===== src/design/sfr_access_pkg.sv =====
`default_nettype none
package sfr_access_pkg;

	// ==========================================
	// register offsets and layouts
	localparam logic [7:0] page_select_addr = 8'h91;
	localparam logic [7:0] unlock_key_addr  = 8'hc7;
	localparam logic [7:0] page_select_rst  = 8'h00;
	localparam int         page_lsb         = 0;
	localparam int         page_msb         = 1;
	localparam logic [1:0] bank0            = 2'h0;
	localparam logic [1:0] bank1            = 2'h1;
	localparam logic [1:0] bank2            = 2'h2;

	// ==========================================
	// unlock key values
	localparam logic [7:0] key_first  = 8'haa;
	localparam logic [7:0] key_second = 8'h55;

	// ==========================================
	// timing, in clock cycles of the core clock
	localparam int         key_wait_cycles = 3;
	localparam int         window_cycles   = 4;
	localparam logic [2:0] key_wait_cnt    = 3'(key_wait_cycles);
	localparam logic [2:0] window_cnt      = 3'(window_cycles);

	// ==========================================
	// unlock sequencer states
	typedef enum logic [1:0] {
		st_idle   = 2'b00,
		st_waiting = 2'b01,
		st_open   = 2'b10
	} unlock_state_t;

	// ==========================================
	// core register access request
	typedef struct packed {
		logic       wr;
		logic       rd;
		logic [7:0] addr;
		logic [7:0] wdata;
	} sfr_req_t;

	// ==========================================
	// whole state of the unlock sequencer
	typedef struct packed {
		unlock_state_t state;
		logic [2:0]    count;
	} unlock_regs_t;

	// ==========================================
	// whole state of the page and read path
	typedef struct packed {
		logic [1:0] page;
		logic [7:0] rdata;
		logic       rvalid;
	} top_regs_t;

endpackage

`default_nettype wire


===== src/design/timed_unlock.sv =====
`timescale 1ns/1ps
`default_nettype none

module timed_unlock (
	input  wire logic i_sys_clk,
	input  wire logic i_arst_n,
	input  wire logic i_key_wr,
	input  wire logic [7:0] i_key_data,
	output logic      o_window_open
);

	sfr_access_pkg::unlock_regs_t r;
	sfr_access_pkg::unlock_regs_t next_r;

	// ==========================================
	// key sequence and window counter
	always_comb begin
		next_r = r;
		case (r.state)
			sfr_access_pkg::st_idle: begin
			end
			sfr_access_pkg::st_waiting: begin
				if (r.count == 3'h1) begin
					next_r.state = sfr_access_pkg::st_idle; // too late, no window
				end
				next_r.count = r.count - 3'h1;
			end
			sfr_access_pkg::st_open: begin
				if (r.count == 3'h1) begin
					next_r.state = sfr_access_pkg::st_idle; // self close
				end
				next_r.count = r.count - 3'h1;
			end
			default: begin
				next_r.state = sfr_access_pkg::st_idle;
			end
		endcase
		// key writes only steer the sequencer
		if (i_key_wr) begin
			if (i_key_data == sfr_access_pkg::key_first) begin
				next_r.state = sfr_access_pkg::st_waiting; // restart wait
				next_r.count = sfr_access_pkg::key_wait_cnt;
			end else if (i_key_data == sfr_access_pkg::key_second
				&& r.state == sfr_access_pkg::st_waiting) begin
				next_r.state = sfr_access_pkg::st_open; // open window
				next_r.count = sfr_access_pkg::window_cnt;
			end else begin
				next_r.state = sfr_access_pkg::st_idle; // wrong key aborts
				next_r.count = 3'h0;
			end
		end
		if (next_r.state == sfr_access_pkg::st_idle) begin
			next_r.count = 3'h0;
		end
	end

	always_ff @(posedge i_sys_clk or negedge i_arst_n) begin
		if (!i_arst_n) begin
			r <= '{state: sfr_access_pkg::st_idle, count: 3'h0};
		end else begin
			r <= next_r;
		end
	end

	// window qualifier, level
	assign o_window_open = (r.state == sfr_access_pkg::st_open);

endmodule

`default_nettype wire


===== src/design/sfr_page_and_timed_unlock.sv =====
`timescale 1ns/1ps
`default_nettype none

module sfr_page_and_timed_unlock (
	// clock and reset
	input  wire logic       i_sys_clk,
	input  wire logic       i_arst_n,
	// core register strobes
	input  wire logic       i_sfr_wr,
	input  wire logic       i_sfr_rd,
	input  wire logic [7:0] i_sfr_addr,
	input  wire logic [7:0] i_sfr_wdata,
	// protected register select, decoded outside
	input  wire logic       i_prot_sel,
	// read answer
	output logic      [7:0] o_sfr_rdata,
	output logic            o_sfr_rvalid,
	// steering and unlock status
	output logic            o_sfr_hit,
	output logic      [1:0] o_bank_sel,
	output logic            o_window_open,
	output logic            o_prot_wr_en
);

	sfr_access_pkg::sfr_req_t  req;
	sfr_access_pkg::top_regs_t r;
	sfr_access_pkg::top_regs_t next_r;
	logic                      page_hit;
	logic                      key_hit;
	logic                      any_hit;
	logic                      page_wr;
	logic                      key_wr;
	logic                      page_rd;
	logic                      key_rd;
	logic [1:0]                next_page;
	logic                      read_valid;
	logic [7:0]                read_data;
	logic                      window_open;

	// ==========================================
	// usage notes
	// both registers answer on every bank
	// page value 3 is stored but steers nowhere
	// bits 7:2 of the page byte read back as zero
	// key register never returns its contents
	// key reads still give a valid pulse
	// key pair must arrive close together
	// masked interrupts keep the pair tight
	// interrupt code saves and restores the page
	// window lasts a fixed count, not a write count
	// several protected writes may share a window
	// a late protected write is silently dropped
	// fresh first key closes an open window
	// any other key value aborts the sequence
	// second key outside the wait aborts too
	// write enable is combinational; sample mid-cycle
	// protected reads are never gated here

	// ==========================================
	// unlock timing, edge by edge
	// edge k:   first key taken, wait count 3
	// edge k+1: second key here opens the window
	// edge k+2: still accepted
	// edge k+3: last edge that opens the window
	// edge k+4: wait expired, second key refused
	// opening edge j: window high from j to j+4
	// protected write taken at j+1 .. j+4 lands
	// protected write at j+5 or later is dropped
	//
	// page timing
	// write taken at edge n steers from cycle n+1
	// read taken at edge n answers in cycle n+1
	// read data holds until the next read

	// ==========================================
	// request carrier
	assign req = '{
		wr:    i_sfr_wr,
		rd:    i_sfr_rd,
		addr:  i_sfr_addr,
		wdata: i_sfr_wdata
	};

	// ==========================================
	// address decode; both registers sit on every page
	always_comb begin
		page_hit = 1'b0;
		key_hit  = 1'b0;
		case (req.addr)
			sfr_access_pkg::page_select_addr: begin
				page_hit = 1'b1;
			end
			sfr_access_pkg::unlock_key_addr: begin
				key_hit = 1'b1;
			end
			default: begin
				page_hit = 1'b0;
				key_hit  = 1'b0;
			end
		endcase
	end

	// ==========================================
	// strobe qualification
	assign any_hit = page_hit || key_hit;
	assign page_wr = req.wr && page_hit;
	assign key_wr  = req.wr && key_hit; // key writes only steer the sequencer
	assign page_rd = req.rd && page_hit;
	assign key_rd  = req.rd && key_hit;

	// ==========================================
	// page path; bits 7:2 of the byte are dropped
	always_comb begin
		next_page = r.page;
		if (page_wr) begin
			next_page = req.wdata[sfr_access_pkg::page_msb:sfr_access_pkg::page_lsb];
		end
	end

	// ==========================================
	// read path; unknown addresses give zero, no valid
	always_comb begin
		read_valid = 1'b0;
		read_data  = 8'h00;
		case ({page_rd, key_rd})
			2'b10: begin
				read_valid = 1'b1;
				read_data  = {6'h00, r.page};
			end
			2'b01: begin
				read_valid = 1'b1;
				read_data  = 8'h00; // key register reads zero
			end
			default: begin
				read_valid = 1'b0;
				read_data  = 8'h00;
			end
		endcase
	end

	// ==========================================
	// key sequencer
	timed_unlock u_unlock (
		.i_sys_clk     (i_sys_clk),
		.i_arst_n      (i_arst_n),
		.i_key_wr      (key_wr),
		.i_key_data    (req.wdata),
		.o_window_open (window_open)
	);

	// ==========================================
	// next register state
	always_comb begin
		next_r        = r;
		next_r.page   = next_page;
		next_r.rvalid = read_valid;
		if (req.rd) begin
			next_r.rdata = read_data;
		end
	end

	// ==========================================
	// page register and read data
	always_ff @(posedge i_sys_clk or negedge i_arst_n) begin
		if (!i_arst_n) begin
			r <= '{
				page:   sfr_access_pkg::bank0,
				rdata:  8'h00,
				rvalid: 1'b0
			};
		end else begin
			r <= next_r;
		end
	end

	// ==========================================
	// outputs
	assign o_sfr_rdata   = r.rdata;
	assign o_sfr_rvalid  = r.rvalid;
	assign o_sfr_hit     = any_hit;
	assign o_bank_sel    = r.page; // bank steering
	assign o_window_open = window_open;
	// write enable judged in the completing cycle; reads never gated
	assign o_prot_wr_en  = req.wr && i_prot_sel && window_open;

endmodule

`default_nettype wire


===== config.mk =====
export PLATFORM = sky130hd
export DESIGN_NAME = sfr_page_and_timed_unlock
export DESIGN_NICKNAME = d
export VERILOG_FILES = /design/src/design/sfr_access_pkg.sv /design/src/design/timed_unlock.sv /design/src/design/sfr_page_and_timed_unlock.sv
export SDC_FILE = /design/constraint.sdc
export NUM_CORES = 1
export LEC_CHECK = 0
export ABC_AREA = 1
export BUFFER_PORTS_ARGS = -buffer_cell sky130_fd_sc_hd__buf_2
export CAP_MARGIN = 20
export CORE_MARGIN = 3
export CORE_UTILIZATION = 45
export DETAILED_ROUTE_END_ITERATION = 8
export GPL_ROUTABILITY_DRIVEN = 0
export PLACE_DENSITY = 0.76
export RECOVER_POWER = 100
export SETUP_SLACK_MARGIN = 0.2
export SKIP_LAST_GASP = 1
export SLEW_MARGIN = 20
export SYNTH_ARGS = -nofsm -noshare
export SYNTH_HDL_FRONTEND = slang
export SYNTH_SLANG_ARGS = --single-unit

===== constraint.sdc =====
create_clock -name i_sys_clk -period 2.16 [get_ports i_sys_clk]
set_clock_uncertainty 0.1 [all_clocks]
set_input_delay 0.54 -clock i_sys_clk [delete_from_list [all_inputs] [get_ports i_sys_clk]]
set_output_delay 0.54 -clock i_sys_clk [all_outputs]
set_load 0.03 [all_outputs]

==> impl_metrics.ini <==
[detailed_routing]
firstDrtPassIters = 4
drc = 0
wirelength_um = 1580
via_count = 744
ant_nets = 0
first_iter_violations = 4
wire_per_inst_um = 9.25
viasPerCell = 4.35

[floorplan]
dieArea_um2 = 2430
die_height_um = 49.3
die_w_um = 49.3
start_util_pct = 48.4
ios = 35
rows = 15
core_um2 = 1750

[clock_network]
numCtsBuffers = 3
clock_path_buffers = 2
clock_latency_ns = 0.25
h-tree-depth = 1
cts.sinks = 10
cts_root_buffer = clkbuf_4
tritoncts = yes
clk_pin_slew_ns = 0.06

[place]
io_buffers = 28
dp_hpwl_um = 1350
dp_cells = 165

[setup_path]
endpoint_kind = primary output
cp_cell_sequence = buf_2 > inv_1 > nand2_1 > nor3_1 > nand2_1 > nand2_1 > buf_6
cp_slowest_cell = nor3_1
crit_arrival_ns = 1.32
critPathLaunchType = primary input
path_max_fanout = 2
path_class = in -> out
cpLargestDelayFamily = simple AND/OR/NAND/NOR gates
cp.required_ns = 1.52
slowest_delay_ns = 0.24
critPathBufInv = 3
crit_top_cell = nand2_1

[pwr]
power_mw = 0.416
clkPwrFrac_pct = 38.6
p_leak_nw = 0.596
swShare_pct = 25.1
ir_drop_mv = 0.288
switching_power_mw = 0.104
seqPwrFrac_pct = 45.8
intPower_mw = 0.311
power_frac_comb_pct = 15.6
p_per_area_nw_per_um2 = 405

[global_routing]
grt_pass1_vias = 710
grtUsageTotal_pct = 14.2
antenna_found_initial = 0
grt_first_pass_wirelength_um = 2740
grt_max_degree = 11
globalRoute.totalOverflow = 0

[timing]
max_freq_mhz = 510
fin_crit_sh_pct = 90.7
slew_viol_final = 0
worst_pin_slew_ns = 0.508
rsz0062_at_grt = yes
setup_tns_ns = 0
setup_violations = 0
slew_headroom_pct = 66.1
final-hold-violation-count = 0
hold_slack_ns = 0.121
fin_crit_ns = 1.96

[run_status]
status = complete, no violations

[synthesis]
ys.warnings.count = 0
syn_area_per_cell_um2 = 7.47
ys_seq_area_share_pct = 29.6
syn_area_um2 = 845
netlist_instances = 113
synth_seq_cells = 10
ys_types = 21

[finish]
final_common_cell = nand2_1
syn_to_final_growth_pct = 21.5
drive_gt1_share_pct = 27.4
final_cell_mix = 27 x nand2_1, 20 x inv_1, 20 x buf_2
multi_input_area_um2 = 480
fin_cells = 171
fin_nets = 175
fillers = 181
ff_latch_area_um2 = 250
diodes = 0

[min_path]
hold_class = in -> async

[job]
drv_cap = 0
## kinds of logic (layout without fill, tap and decap cells)
kind of cell | Yosys count | after routing | share of synthesized area, %
xor+xnor | 2 | 2 | 2.07
fa+ha+maj | 7 | 7 | 10.4
compound gates | 6 | 6 | 3.85
flops | 10 | 10 | 29.6
buf+inv | 26 | 54 | 14.2
other cells | 1 | 6 | 0.444
simple gates | 61 | 61 | 39.4
## synthesized netlist by cell type, drive strengths merged
master / number / area share (%)
nand2: 32 / 18
inv: 20 / 8.9
nor2: 16 / 13
dfrtp: 10 / 30
nand3: 9 / 5.9
ha: 7 / 10
buf: 6 / 5.3
o21ai: 3 / 1.8
a21oi: 2 / 1.2
nor3: 2 / 1.2
xnor2: 2 / 2.1
and3: 1 / 0.74
conb: 1 / 0.44
nor3b: 1 / 0.89
o21a: 1 / 0.89
## power by group through the flow
stage          Clock (mW)  Combinational (mW)  Sequential, mW
2_1_floorplan           0              0.0392           0.198
3_3_place_gp            0              0.0625           0.194
3_5_place_dp            0              0.0648           0.194
4_1_cts             0.167              0.0650           0.190
5_1_grt             0.178              0.0720           0.190
6_report            0.160              0.0649           0.190
## per-layer routing
| layer | share of wire [%] | track usage (%) | up-vias |
|---|---|---|---|
| li1 | - | - | 400 |
| met1 | 45 | 16.9 | 313 |
| met2 | 48 | 25.4 | 29 |
| met3 | 6.3 | 0.917 | 2 |
| met4 | 0.88 | 7.11 | 0 |
| met5 | 0 | 0 | - |
## final cells by class
class,count,share of cell area (%)
multi-input cells,82,46.8
inverters,20,7.32
well taps,25,3.05
repair buffers,30,14.9
flip-flops and latches,10,24.4
clock buffers,4,3.54
## timing repair
| item | 4_1_cts | 5_1_grt |
|---|---|---|
| hold buffers | 0 | 0 |
| setup endpoints to repair | 0 | 2 |
| buffers inserted | 0 | 2 |
| resized for setup | 0 | 6 |
## worst register-to-register path: cells and delay by family (launching register included)
family                     cells  cell delay, ns
and+or+nand+nor                5            0.56
DFF                            1            0.39
adders and majority gates      1            0.32
buffers and inverters          1            0.08
AOI/OAI and AO/OA              1            0.07
## path summary, 6_finish.rpt
kind                                                  from                         end  slack [ns]  cells past startpoint
worst max register to register     u_unlock.r[4]$_DFF_PN0_   u_unlock.r[2]$_DFFE_PN0P_        0.53                      8
max in group asynchronous                         i_arst_n      o_sfr_rvalid$_DFF_PN0_        1.50                      1
worst max-delay path                         i_sfr_addr[3]                   o_sfr_hit        0.20                      7
worst min register to register  o_sfr_rdata[0]$_DFFE_PN0P_  o_sfr_rdata[0]$_DFFE_PN0P_        0.39                      2
worst min-delay path                              i_arst_n   u_unlock.r[1]$_DFFE_PN0P_        0.12                      1
min in group i_sys_clk          o_sfr_rdata[0]$_DFFE_PN0P_  o_sfr_rdata[0]$_DFFE_PN0P_        0.39                      2
## registers in the layout, indices dropped and copies added, names as in the netlist
register	count
u_unlock.r	5
o_bank_sel	2
o_sfr_rdata	2
o_sfr_rvalid	1
## metrics by stage
stage          instance area [um^2]  util (%)  worst slack [ns]
2_1_floorplan                   863         -             0.339
3_3_place_gp                    990      56.7             0.238
3_5_place_dp                    990      56.7             0.203
4_1_cts                        1030      58.8             0.205
5_1_grt                        1030      58.8             0.127
6_report                       1030      58.8             0.200
No activity file was read; power rests on OpenSTA's default activity.
